[config.mk]
export PLATFORM = sky130hd
export DESIGN_NAME = mtc_top
export DESIGN_NICKNAME = d
export VERILOG_FILES = /design/src/mtc_pkg.sv /design/src/mtc_byte_serializer.sv /design/src/mtc_top.sv
export VERILOG_INCLUDE_DIRS = /design/src /design/src/src
export SDC_FILE = /design/constraint.sdc
export NUM_CORES = 1
export LEC_CHECK = 0
export BUFFER_PORTS_ARGS = -buffer_cell sky130_fd_sc_hd__buf_2
export CORE_MARGIN = 3
export CORE_UTILIZATION = 50
export CTS_CLUSTER_DIAMETER = 120
export DETAILED_ROUTE_END_ITERATION = 8
export MAX_ROUTING_LAYER = met4
export PLACE_DENSITY = 0.71
export SLEW_MARGIN = 40
export SYNTH_ARGS = -nofsm -noshare
export SYNTH_HDL_FRONTEND = slang
export SYNTH_HIERARCHICAL = 1
export SYNTH_SLANG_ARGS = --single-unit
[constraint.sdc]
create_clock -name core_clk -period 5.3 [get_ports core_clk]
set_input_delay 0.265 -clock core_clk [delete_from_list [all_inputs] [get_ports core_clk]]
set_output_delay 0.265 -clock core_clk [all_outputs]
set_load 0.02 [all_outputs]
[src/mtc_regs.svh]
// Constants for the measurement trigger control block.
`ifndef MTC_REGS_SVH
`define MTC_REGS_SVH
`define MTC_NUM_CHAN 3
`define MTC_CHAN_EN_RST 3'h7
`define MTC_REF_INTERNAL 2'h0
`define MTC_REF_EXTERNAL 2'h1
`define MTC_REF_HOST 2'h2
`define MTC_UNIT_WATT 1'h0
`define MTC_UNIT_DBM 1'h1
`define MTC_ORDER_LITTLE 1'h0
`define MTC_ORDER_BIG 1'h1
`define MTC_SRF_DEC 2'h0
`define MTC_SRF_HEX 2'h1
`define MTC_SRF_OCT 2'h2
`define MTC_SRF_BIN 2'h3
`define MTC_DATA_TEXT 2'h0
`define MTC_DATA_BIN32 2'h1
`define MTC_DATA_BIN64 2'h2
`define MTC_SRC_HOLD 3'h0
`define MTC_SRC_IMMEDIATE 3'h1
`define MTC_SRC_INTERNAL 3'h2
`define MTC_SRC_EXT1 3'h3
`define MTC_SRC_EXT2 3'h4
`define MTC_SRC_BUS 3'h5
`define MTC_SLOPE_RISE 1'h0
`define MTC_SLOPE_FALL 1'h1
`define MTC_BYTES_PER_WORD 4'h8
`define MTC_LAST_BYTE 3'h7
`define MTC_DELAY_W 16
`endif

[src/mtc_pkg.sv]
// Types for the measurement trigger control block.
package mtc_pkg;
  typedef enum logic [2:0] {
    MTC_IDLE = 3'b001,
    MTC_WAIT = 3'b010,
    MTC_MEAS = 3'b100
  } mtc_state_t;
endpackage

[src/mtc_byte_serializer.sv]
// Serialises one 64-bit result into eight bytes in the selected byte order.
`timescale 1ns/1ps
`include "mtc_regs.svh"
module mtc_byte_serializer (
  input wire logic core_clk,
  input wire logic sys_rst,
  input wire logic clk_en,
  input wire logic big_endian_order,
  input wire logic word_valid,
  input wire logic [63:0] word_data,
  output logic word_ready,
  output logic byte_valid,
  input wire logic byte_ready,
  output logic [7:0] byte_data,
  output logic byte_last
);
  logic [63:0] word_r;
  logic [2:0] idx_r;
  logic busy_r;
  logic order_r;
  logic [2:0] lane;
  logic load;
  logic step;
  assign word_ready = ~busy_r;
  assign byte_valid = busy_r;
  assign load = clk_en & word_valid & ~busy_r;
  assign step = clk_en & busy_r & byte_ready;
  // Order is latched with the word so a setting change mid-word cannot mix orders.
  assign lane = order_r ? (`MTC_LAST_BYTE - idx_r) : idx_r;
  assign byte_data = word_r[lane*8 +: 8];
  assign byte_last = busy_r & (idx_r == `MTC_LAST_BYTE);
  always_ff @(posedge core_clk or posedge sys_rst) begin
    if (sys_rst) begin
      word_r <= 64'h0;
      idx_r <= 3'h0;
      busy_r <= 1'b0;
      order_r <= `MTC_ORDER_LITTLE;
    end else if (load) begin
      word_r <= word_data;
      idx_r <= 3'h0;
      busy_r <= 1'b1;
      order_r <= big_endian_order;
    end else if (step) begin
      idx_r <= idx_r + 3'h1;
      busy_r <= (idx_r != `MTC_LAST_BYTE);
    end
  end
endmodule // mtc_byte_serializer

[src/mtc_top.sv]
// Measurement sequencer, trigger selection and result format control.
`timescale 1ns/1ps
`include "mtc_regs.svh"
// Functional notes
// - Each channel has an enable; all channels enabled after reset.
// - Enabled channel without antenna raises a static error blinking the LED.
// - Reference selects internal oscillator or external; internal after reset.
// - External and host reference settings both use the host connector signal.
// - Power reported in log milliwatt units or watts; watts after reset.
// - Byte order applies to 64-bit binary results; little endian after reset.
// - Normal order sends least significant byte first, most significant eighth.
// - Big_endian_order order sends most significant byte first, least significant eighth.
// - Status byte format decimal, hex, base8_status_format or binary; decimal after reset.
// - Block data as text or binary 32 or 64 bit; text after reset.
// - Sequencer is idle after power-up, no measurement.
// - Initiate while idle moves to waiting for trigger.
// - Selected trigger event moves wait to measuring until measurement completes.
// - Completion restarts or returns idle depending on single or continuous.
// - Continuous initiation begins a new cycle after each cycle ends.
// - Single initiation runs one measurement then returns to idle.
// - Level trigger on rise or fall starts measuring after configured delay.
// - Hold and bus sources trigger only by command; bus also takes common trigger.
// - Immediate source starts measuring at once without a trigger condition.
// - Internal source derives triggers from the measured RF signal.
// - External sources take digital inputs from cable pair and coaxial connector.
// - Forced trigger command ends the wait for every source except immediate.
module mtc_top #(
  parameter int NUM_CHAN = `MTC_NUM_CHAN,
  parameter int DELAY_W = `MTC_DELAY_W
) (
  input wire logic core_clk,
  input wire logic sys_rst,
  input wire logic clk_en,
  input wire logic [NUM_CHAN-1:0] chan_enable_set,
  input wire logic chan_enable_we,
  input wire logic [NUM_CHAN-1:0] antenna_present,
  output logic [NUM_CHAN-1:0] chan_enable,
  output logic static_error,
  input wire logic blink_tick,
  output logic status_led_blink,
  input wire logic [1:0] ref_source_set,
  input wire logic ref_source_we,
  input wire logic ref_host_clk_present,
  output logic ref_use_host_connector,
  input wire logic unit_set,
  input wire logic unit_we,
  output logic log_milliwatt_unit,
  input wire logic order_set,
  input wire logic order_we,
  output logic big_endian_order,
  input wire logic [1:0] status_format_set,
  input wire logic status_format_we,
  output logic base16_status_format,
  output logic base8_status_format,
  output logic base2_status_format,
  input wire logic [1:0] data_format_set,
  input wire logic data_format_we,
  output logic [1:0] data_format,
  input wire logic [2:0] trig_source_set,
  input wire logic trig_source_we,
  input wire logic trig_slope_set,
  input wire logic trig_slope_we,
  input wire logic [DELAY_W-1:0] trig_delay_set,
  input wire logic trig_delay_we,
  input wire logic init_single,
  input wire logic init_cont_set,
  input wire logic init_cont_we,
  input wire logic trig_force_cmd,
  input wire logic common_trig_cmd,
  input wire logic rf_above_level,
  input wire logic ext1_trig_pin,
  input wire logic ext2_trig_pin,
  input wire logic meas_done,
  output logic meas_start,
  output logic state_idle,
  output logic state_waiting,
  output logic state_measuring,
  input wire logic result_valid,
  input wire logic [63:0] result_data,
  output logic result_ready,
  output logic byte_valid,
  input wire logic byte_ready,
  output logic [7:0] byte_data,
  output logic byte_last
);
  logic [NUM_CHAN-1:0] chan_en_r;
  logic [1:0] ref_src_r;
  logic unit_r;
  logic order_r;
  logic [1:0] srf_r;
  logic [1:0] data_fmt_r;
  logic [2:0] src_r;
  logic slope_r;
  logic [DELAY_W-1:0] delay_r;
  logic cont_r;
  mtc_pkg::mtc_state_t state_r;
  mtc_pkg::mtc_state_t state_nxt;
  logic [2:0] ext1_sync_r;
  logic [2:0] ext2_sync_r;
  logic [2:0] rf_sync_r;
  logic armed_r;
  logic [DELAY_W-1:0] delay_cnt_r;
  logic start_r;
  logic blink_r;
  logic rf_edge;
  logic ext1_edge;
  logic ext2_edge;
  logic src_event;
  logic forced;
  logic fire;
  logic go_meas;
  logic [NUM_CHAN-1:0] missing;
  logic data_fmt_ok;
  logic src_ok;

  function automatic logic edge_of(input logic [2:0] sync, input logic fall);
    edge_of = fall ? (sync[2] & ~sync[1]) : (~sync[2] & sync[1]);
  endfunction

  // Data format and trigger source codes outside the defined sets are dropped so a bad write cannot leave an undecodable setting.
  assign data_fmt_ok = (data_format_set <= `MTC_DATA_BIN64);
  assign src_ok = (trig_source_set <= `MTC_SRC_BUS);

  // Settings registers, one per setting, each loaded by its own strobe.
  always_ff @(posedge core_clk or posedge sys_rst) begin
    if (sys_rst) begin
      chan_en_r <= NUM_CHAN'(`MTC_CHAN_EN_RST);
    end else if (clk_en && chan_enable_we) begin
      chan_en_r <= chan_enable_set;
    end
  end

  always_ff @(posedge core_clk or posedge sys_rst) begin
    if (sys_rst) begin
      ref_src_r <= `MTC_REF_INTERNAL;
    end else if (clk_en && ref_source_we) begin
      ref_src_r <= ref_source_set;
    end
  end

  always_ff @(posedge core_clk or posedge sys_rst) begin
    if (sys_rst) begin
      unit_r <= `MTC_UNIT_WATT;
    end else if (clk_en && unit_we) begin
      unit_r <= unit_set;
    end
  end

  always_ff @(posedge core_clk or posedge sys_rst) begin
    if (sys_rst) begin
      order_r <= `MTC_ORDER_LITTLE;
    end else if (clk_en && order_we) begin
      order_r <= order_set;
    end
  end

  always_ff @(posedge core_clk or posedge sys_rst) begin
    if (sys_rst) begin
      srf_r <= `MTC_SRF_DEC;
    end else if (clk_en && status_format_we) begin
      srf_r <= status_format_set;
    end
  end

  always_ff @(posedge core_clk or posedge sys_rst) begin
    if (sys_rst) begin
      data_fmt_r <= `MTC_DATA_TEXT;
    end else if (clk_en && data_format_we && data_fmt_ok) begin
      data_fmt_r <= data_format_set;
    end
  end

  always_ff @(posedge core_clk or posedge sys_rst) begin
    if (sys_rst) begin
      src_r <= `MTC_SRC_IMMEDIATE;
    end else if (clk_en && trig_source_we && src_ok) begin
      src_r <= trig_source_set;
    end
  end

  always_ff @(posedge core_clk or posedge sys_rst) begin
    if (sys_rst) begin
      slope_r <= `MTC_SLOPE_RISE;
    end else if (clk_en && trig_slope_we) begin
      slope_r <= trig_slope_set;
    end
  end

  always_ff @(posedge core_clk or posedge sys_rst) begin
    if (sys_rst) begin
      delay_r <= '0;
    end else if (clk_en && trig_delay_we) begin
      delay_r <= trig_delay_set;
    end
  end

  always_ff @(posedge core_clk or posedge sys_rst) begin
    if (sys_rst) begin
      cont_r <= 1'h0;
    end else if (clk_en && init_cont_we) begin
      cont_r <= init_cont_set;
    end
  end

  assign chan_enable = chan_en_r;
  assign missing = chan_en_r & ~antenna_present;
  assign static_error = |missing;
  assign ref_use_host_connector = (ref_src_r == `MTC_REF_EXTERNAL) || (ref_src_r == `MTC_REF_HOST);
  assign log_milliwatt_unit = unit_r;
  assign big_endian_order = order_r;
  assign base16_status_format = (srf_r == `MTC_SRF_HEX);
  assign base8_status_format = (srf_r == `MTC_SRF_OCT);
  assign base2_status_format = (srf_r == `MTC_SRF_BIN);
  assign data_format = data_fmt_r;

  // Pin inputs pass three flops; only the later two stages feed edge detection.
  always_ff @(posedge core_clk or posedge sys_rst) begin
    if (sys_rst) begin
      ext1_sync_r <= 3'h0;
    end else if (clk_en) begin
      ext1_sync_r <= {ext1_sync_r[1:0], ext1_trig_pin};
    end
  end

  always_ff @(posedge core_clk or posedge sys_rst) begin
    if (sys_rst) begin
      ext2_sync_r <= 3'h0;
    end else if (clk_en) begin
      ext2_sync_r <= {ext2_sync_r[1:0], ext2_trig_pin};
    end
  end

  always_ff @(posedge core_clk or posedge sys_rst) begin
    if (sys_rst) begin
      rf_sync_r <= 3'h0;
    end else if (clk_en) begin
      rf_sync_r <= {rf_sync_r[1:0], rf_above_level};
    end
  end

  // The blink phase restarts from dark each time the error clears.
  always_ff @(posedge core_clk or posedge sys_rst) begin
    if (sys_rst) begin
      blink_r <= 1'h0;
    end else if (clk_en) begin
      if (!static_error) begin
        blink_r <= 1'h0;
      end else if (blink_tick) begin
        blink_r <= ~blink_r;
      end
    end
  end
  assign status_led_blink = blink_r;

  assign rf_edge = edge_of(rf_sync_r, slope_r);
  assign ext1_edge = edge_of(ext1_sync_r, slope_r);
  assign ext2_edge = edge_of(ext2_sync_r, slope_r);

  // Hold and bus have no hardware event; only commands reach them.
  always_comb begin
    case (src_r)
      `MTC_SRC_INTERNAL: src_event = rf_edge;
      `MTC_SRC_EXT1: src_event = ext1_edge;
      `MTC_SRC_EXT2: src_event = ext2_edge;
      `MTC_SRC_BUS: src_event = common_trig_cmd;
      default: src_event = 1'b0;
    endcase
  end
  assign forced = trig_force_cmd && (src_r != `MTC_SRC_IMMEDIATE);
  // A forced trigger also cuts a running delay short; source events are ignored while armed.
  assign fire = (state_r == mtc_pkg::MTC_WAIT) && ((!armed_r && src_event) || forced);
  // The delay applies to the level, cable and coaxial sources; commands start at once.
  assign go_meas = (state_r == mtc_pkg::MTC_WAIT) &&
                   ((src_r == `MTC_SRC_IMMEDIATE) ||
                    (fire && (forced || delay_r == '0 || src_r == `MTC_SRC_BUS)) ||
                    (armed_r && delay_cnt_r == '0));

  always_comb begin
    state_nxt = state_r;
    case (state_r)
      mtc_pkg::MTC_IDLE: begin
        if (init_single || cont_r) begin
          state_nxt = mtc_pkg::MTC_WAIT;
        end
      end
      mtc_pkg::MTC_WAIT: begin
        if (go_meas) begin
          state_nxt = mtc_pkg::MTC_MEAS;
        end
      end
      mtc_pkg::MTC_MEAS: begin
        if (meas_done) begin
          state_nxt = cont_r ? mtc_pkg::MTC_WAIT : mtc_pkg::MTC_IDLE;
        end
      end
      default: state_nxt = mtc_pkg::MTC_IDLE;
    endcase
  end

  always_ff @(posedge core_clk or posedge sys_rst) begin
    if (sys_rst) begin
      state_r <= mtc_pkg::MTC_IDLE;
      start_r <= 1'h0;
    end else if (clk_en) begin
      state_r <= state_nxt;
      start_r <= go_meas;
    end
  end

  // An armed delay ignores further source events so one edge yields one measurement.
  always_ff @(posedge core_clk or posedge sys_rst) begin
    if (sys_rst) begin
      armed_r <= 1'h0;
      delay_cnt_r <= '0;
    end else if (clk_en) begin
      if (go_meas || state_r != mtc_pkg::MTC_WAIT) begin
        armed_r <= 1'h0;
      end else if (fire && !forced && delay_r != '0 && src_r != `MTC_SRC_BUS) begin
        armed_r <= 1'h1;
        delay_cnt_r <= delay_r - DELAY_W'(1);
      end else if (armed_r) begin
        delay_cnt_r <= delay_cnt_r - DELAY_W'(1);
      end
    end
  end

  assign meas_start = start_r;
  assign state_idle = (state_r == mtc_pkg::MTC_IDLE);
  assign state_waiting = (state_r == mtc_pkg::MTC_WAIT);
  assign state_measuring = (state_r == mtc_pkg::MTC_MEAS);

  mtc_byte_serializer u_ser (
    .core_clk(core_clk),
    .sys_rst(sys_rst),
    .clk_en(clk_en),
    .big_endian_order(order_r),
    .word_valid(result_valid && data_fmt_r == `MTC_DATA_BIN64),
    .word_data(result_data),
    .word_ready(result_ready),
    .byte_valid(byte_valid),
    .byte_ready(byte_ready),
    .byte_data(byte_data),
    .byte_last(byte_last)
  );
endmodule // mtc_top

==> results.json, run 1 <==
{
  "hpwlAfterDp_um": 11900,
  "grt_max_degree": 66,
  "synth_edf_count": 0,
  "multi_input_area_um2": 3400,
  "num_vias": 5499,
  "cts_buffers": 17,
  "fillers": 1107,
  "yosysMostFrequentCell": "dfrtp_1",
  "combPwrFrac_pct": 37.0,
  "crit_fanout": 7,
  "ant_nets": 0,
  "cts-root-buf": "clkbuf_16",
  "grt-ovfl-total": 0,
  "ys_ff_latch": 132,
  "setup_viol": 0,
  "r2r_cells": 13,
  "synthTopCellsByCount": "127 x dfrtp_1, 102 x mux2_2, 41 x nand2_1",
  "pin_count": 151,
  "clkLatencyLatePin_ns": 0.41,
  "grt_usage_pct": 22.1,
  "async_reset_ff_share_pct": 100,
  "core-area_um2": 13500,
  "gp_congestion": 0.798,
  "numPortBuffers": 149,
  "syn_area_um2": 7010,
  "power.total_w": 0.00471,
  "grt_pass1_wl_um": 27300,
  "drv_cap": 0,
  "seq_area_frac_synth_pct": 47.2,
  "relSlewSlack_pct": 45.4,
  "outcome": "finished clean",
  "tns_ns": 0,
  "postSynthAreaPerCell_um2": 11.0,
  "cp-start-kind": "flop",
  "rsz0062_at_grt": "false",
  "start_util_pct": 52.1,
  "via_per_inst": 5.69,
  "switching_share_pct": 36.6,
  "synth_top_flop_cell": "dfrtp_1",
  "post-cts-setup-buffers": 0,
  "yosys.area.top_type": "dfrtp_1",
  "drtIter0Drc": 360,
  "drive_gt1_share_pct": 42.1,
  "drt_pass1_iterations": 5,
  "ys_top_cells_by_area": "dfrtp_1 45%, mux2_2 16%, mux2i_1 3.1%",
  "first_global_vias": 5591,
  "worstPathRequired_ns": 5.63,
  "synth_fp_nets": 760,
  "antenna_found_initial": 0,
  "post-place-ws_ns": 1.09,
  "hold_class": "in2reg",
  "ir_drop_mv": 0.317,
  "p_clk_share_pct": 25.6,
  "synth_top_area_share_pct": 45.4,
  "die_area_um2": 15500,
  "yosysWarningCount": 6,
  "hold_depth": 2,
  "slew_viol_final": 0,
  "p_leak_nw": 3.90,
  "die_width_um": 124,
  "cts_sinks": 132,
  "min_period_ns": 4.27,
  "worst_setup_hold_path_clk_slew_ns": 0.06,
  "finalHoldViolCount": 0,
  "crit_arrival_ns": 4.61,
  "crit_path_end_kind": "flop",
  "post_cts_resized": 0,
  "area_delta_synth_final_pct": 20.7,
  "finalWorstSetupSlack_ns": 1.03,
  "finalWirelength_um": 16500,
  "path_class": "reg2reg",
  "cts_tree": "built",
  "h-tree-depth": 4,
  "syn_inst": 634,
  "whs_ns": 0.0822,
  "worstMarginPinSlew_ns": 0.819,
  "p_seq_share_pct": 37.4,
  "intPower_w": 0.00299,
  "num_antenna_cells": 0,
  "min_period_over_period_pct": 80.6,
  "die_h_um": 124,
  "rows": 42,
  "cts_hold_buffers": 1,
  "fin_nets": 904,
  "drc_errors": 0,
  "cellPowerDensity_nw_per_um2": 558,
  "switchingPower_w": 0.00173,
  "fmax_mhz": 234,
  "synth_cell_types": 67,
  "final.setup_skew_ns": 0.00850,
  "clockBufferDepth": 2,
  "ff_latch_area_um2": 3310,
  "routedWlPerCell_um": 17.0
}
## power groups by stage
stage | clock [W] | sequential, W | combinational [W]
global route | 0.00128 | 0.00182 | 0.00191
floorplan | 0 | 0.00163 | 0.00141
CTS | 0.00123 | 0.00175 | 0.00175
detailed placement | 0 | 0.00176 | 0.00174
global placement | 0 | 0.00173 | 0.00168
finish | 0.00121 | 0.00176 | 0.00175
## cell families after synthesis
| kind of cell | synth area share [%] |
|---|---|
| xor+xnor | 1.38 |
| simple gates | 11.8 |
| mux | 20.2 |
| compound gates | 14.5 |
| fa+ha+maj | 0.536 |
| buf+inv | 4.34 |
| flops | 47.2 |
## critical path, stage by stage, from the launching register on
cell and delay, ns:
dfrtp_1 0.43, or4_1 0.57, or4_4 0.55, o211ai_1 0.20, a21o_2 0.17, mux2i_1 0.21, ha_1 0.31, or4b_2 0.66
or2_2 0.33, nor2_1 0.16, nand3b_1 0.16, o31ai_1 0.22, a21oi_1 0.10, nor2_1 0.13
## path summary, 6_finish.rpt
path	startpoint	to	slack, ns
min in group asynchronous	sys_rst	log_milliwatt_unit	0.50
max in group asynchronous	sys_rst	src_r[0]	3.89
setup reg to reg	delay_r[0]	delay_cnt_r[14]	1.03
hold / removal	result_data[16]	u_ser/word_r[16]	0.08
setup / recovery	delay_r[0]	delay_cnt_r[14]	1.03
hold reg to reg	status_led_blink	status_led_blink	0.48
## cells in the final DEF (no fill, tap or decap), types with 11 or more instances in the layout
cell type and instances:
mux2i_1 22, inv_1 22, mux2_2 102, a21oi_1 30
clkbuf_16 17, dfrtp_1 126, nand2_1 41, nand3_1 11
buf_2 149, o21ai_0 40, nor2_1 33, nand2b_1 11
## metrics by stage
step,area (um2),util (%),instances
6_report,8460,62.9,967
5_1_grt,8460,62.9,967
4_1_cts,8450,62.8,967
3_5_place_dp,7820,58.1,934
3_3_place_gp,7800,58.0,933
2_1_floorplan,7010,-,634
## per-layer routing
layer / wire (um) / vias up / track usage, %
met3: 807 / 16 / 5.53
li1: - / 2621 / -
met4: 176 / 0 / 5.74
met5: 0 / - / -
met2: 8880 / 160 / 38.6
met1: 6620 / 2702 / 25.7
## flip-flops by register name (all words and copies together) (netlist names), 2 cells and up
register and cells:
u_ser/word_r 64, delay_cnt_r 16, delay_r 16, chan_enable 3, ext1_sync_r 3, ext2_sync_r 3
rf_sync_r 3, src_r 3, state_r 3, u_ser/idx_r 3, data_format 2, ref_src_r 2
srf_r 2
## cell type report
class                   instances  share of cell area (%)
clock buffers                  20                    5.52
clock inverters                12                    1.82
inverters                      24                    1.07
multi-input cells             447                    40.2
flip-flops and latches        132                    39.2
well taps                     176                    2.60
repair buffers                156                    9.62
No activity file was read; power rests on OpenSTA's default activity.
==> run 2: changes to the inputs <==
==> constraint.sdc (replaced) <==
create_clock -name core_clk -period 4.5 [get_ports core_clk]
set_input_delay 0.225 -clock core_clk [delete_from_list [all_inputs] [get_ports core_clk]]
set_output_delay 0.225 -clock core_clk [all_outputs]
set_load 0.02 [all_outputs]
==> run 2 against run 1 <==
Via count up 0.89%. Wire length up 0.73%. Flip-flop and latch count unchanged. Final cell count up 0.21%. Sequential power up 18%. Design area about the same. Critical path type unchanged. Critical endpoint is now delay_cnt_r[12]. Highest routed layer unchanged.
==> results.json, run 2 (synthesis results as in run 1) <==
{
  "cp_slowest_cell": "or4b_2",
  "cts-root-buf": "clkbuf_16",
  "via_per_inst": 5.73,
  "drt_pass1_iterations": 7,
  "final.setup_skew_ns": 0.00630,
  "ir_drop_mv": 0.371,
  "crit_fanout": 7,
  "slowest_delay_ns": 0.66,
  "multi_input_area_um2": 3410,
  "grt-ovfl-total": 0,
  "cts_tree": "built",
  "numPortBuffers": 149,
  "pin_count": 151,
  "final_cell_mix": "149 x buf_2, 126 x dfrtp_1, 102 x mux2_2, 41 x nand2_1, 40 x o21ai_0",
  "clockBufferDepth": 2,
  "crit_arrival_ns": 4.51,
  "die_h_um": 124,
  "min_period_ns": 4.22,
  "cellPowerDensity_nw_per_um2": 656,
  "largest_reg_flops": 64,
  "grt_pass1_wl_um": 27500,
  "hpwlAfterDp_um": 11800,
  "routedWlPerCell_um": 17.1,
  "core-area_um2": 13500,
  "hold_class": "in2reg",
  "min_period_over_period_pct": 93.9,
  "grt_usage_pct": 22.4,
  "antenna_found_initial": 0,
  "drv_cap": 0,
  "setup_viol": 0,
  "area_delta_synth_final_pct": 20.8,
  "slew_viol_final": 0,
  "worstPathCellList": "or4_1 -> or4_4 -> o211ai_1 -> a21o_2 -> mux2i_1 -> ha_2 -> or4b_2 -> or2_2 -> nor2_1 -> nand3b_1 -> and2_1 -> o21ai_0 -> o21ai_1",
  "worstPathRequired_ns": 4.79,
  "first_global_vias": 5594,
  "worstMarginPinSlew_ns": 0.643,
  "top_layer": "met4",
  "num_antenna_cells": 0,
  "finalWirelength_um": 16600,
  "die_width_um": 124,
  "die_area_um2": 15500,
  "path_class": "reg2reg",
  "fin_nets": 906,
  "drive_gt1_share_pct": 42.4,
  "p_leak_nw": 3.89,
  "drtIter0Drc": 432,
  "ff_latch_area_um2": 3310,
  "largestRegisters": "u_ser/word_r x64, delay_cnt_r x16, delay_r x16",
  "met3_length_um": 816,
  "ant_nets": 0,
  "drt-met1-wl_um": 6630,
  "final_common_cell": "buf_2",
  "clkLatencyLatePin_ns": 0.42,
  "fmax_mhz": 237,
  "wl_met2_um": 8920,
  "cts_sinks": 132,
  "grt_max_degree": 43,
  "tns_ns": 0,
  "start_util_pct": 52.1,
  "gp_congestion": 0.823,
  "num_vias": 5548,
  "top_register": "u_ser/word_r",
  "power.total_w": 0.00555,
  "fillers": 1109,
  "post-cts-setup-buffers": 0,
  "drc_errors": 0,
  "worst_setup_hold_path_clk_slew_ns": 0.06,
  "finalHoldViolCount": 0,
  "rows": 42,
  "cts_buffers": 17,
  "crit_path_end_kind": "flop",
  "relSlewSlack_pct": 57.2,
  "rsz0062_at_grt": "false",
  "cp-start-kind": "flop",
  "outcome": "finished clean",
  "h-tree-depth": 4
}
-- run 2: final cells by class --
cell class	count	area share [%]
Inverter	24	1.06
Clock inverter	15	2.07
Timing Repair Buffer	158	9.79
Clock buffer	17	5.03
Multi-Input combinational cell	447	40.3
Sequential cell	132	39.1
Tap cell	176	2.60
-- run 2: final timing paths --
kind                               endpoint              from  slack, ns  cells past startpoint
max                         delay_cnt_r[12]        delay_r[5]       0.28                     13
min                        u_ser/word_r[20]   result_data[20]       0.04                      2
max reg2reg                 delay_cnt_r[12]        delay_r[5]       0.28                     13
min reg2reg                status_led_blink  status_led_blink       0.47                      1
max in group asynchronous          src_r[0]           sys_rst       3.14                      4
min in group asynchronous    ext2_sync_r[0]           sys_rst       0.43                      3
-- run 2: timing repair --
action / 4_1_cts / 5_1_grt
endpoints found under the hold margin: 62 / 0
setup endpoints to repair: 0 / 1
hold buffers: 1 / 0
gates resized for setup: 0 / 1
-- run 2: through the flow --
| stage | worst slack (ns) | area, um2 | util, % | hold slack, ns | std cells |
|---|---|---|---|---|---|
| global route | 0.0425 | 8460 | 62.9 | 0.0247 | 969 |
| global placement | 0.382 | 7820 | 58.1 | 0.310 | 935 |
| CTS | 0.236 | 8460 | 62.9 | 0.0124 | 969 |
| finish | 0.276 | 8460 | 62.9 | 0.0354 | 969 |
| detailed placement | 0.268 | 7850 | 58.3 | 0.314 | 936 |
| floorplan | 0.350 | 7010 | - | 0.322 | 634 |
-- run 2: power by group --
| part | switching, W | internal, W |
|---|---|---|
| clock | 0.000558 | 0.000830 |
| sequential | 0.000449 | 0.00163 |
| combinational | 0.00110 | 0.000981 |
| total | 0.00210 | 0.00344 |
-- run 2: worst max-delay path: cells and delay by family (launching register included) --
family	cells	cell delay (ns)
flip-flops	1	0.44
AO/OA/AOI/OAI	4	0.59
AND/OR/NAND/NOR	7	2.57
adder cells (fa/ha/maj)	1	0.27
multiplexers	1	0.22
-- run 2: metal layers --
| metal | global-route usage [%] | vias up |
|---|---|---|
| li1 | - | 2631 |
| met1 | 25.3 | 2733 |
| met2 | 39.8 | 164 |
| met3 | 5.10 | 20 |
| met4 | 6.58 | 0 |
| met5 | - | - |
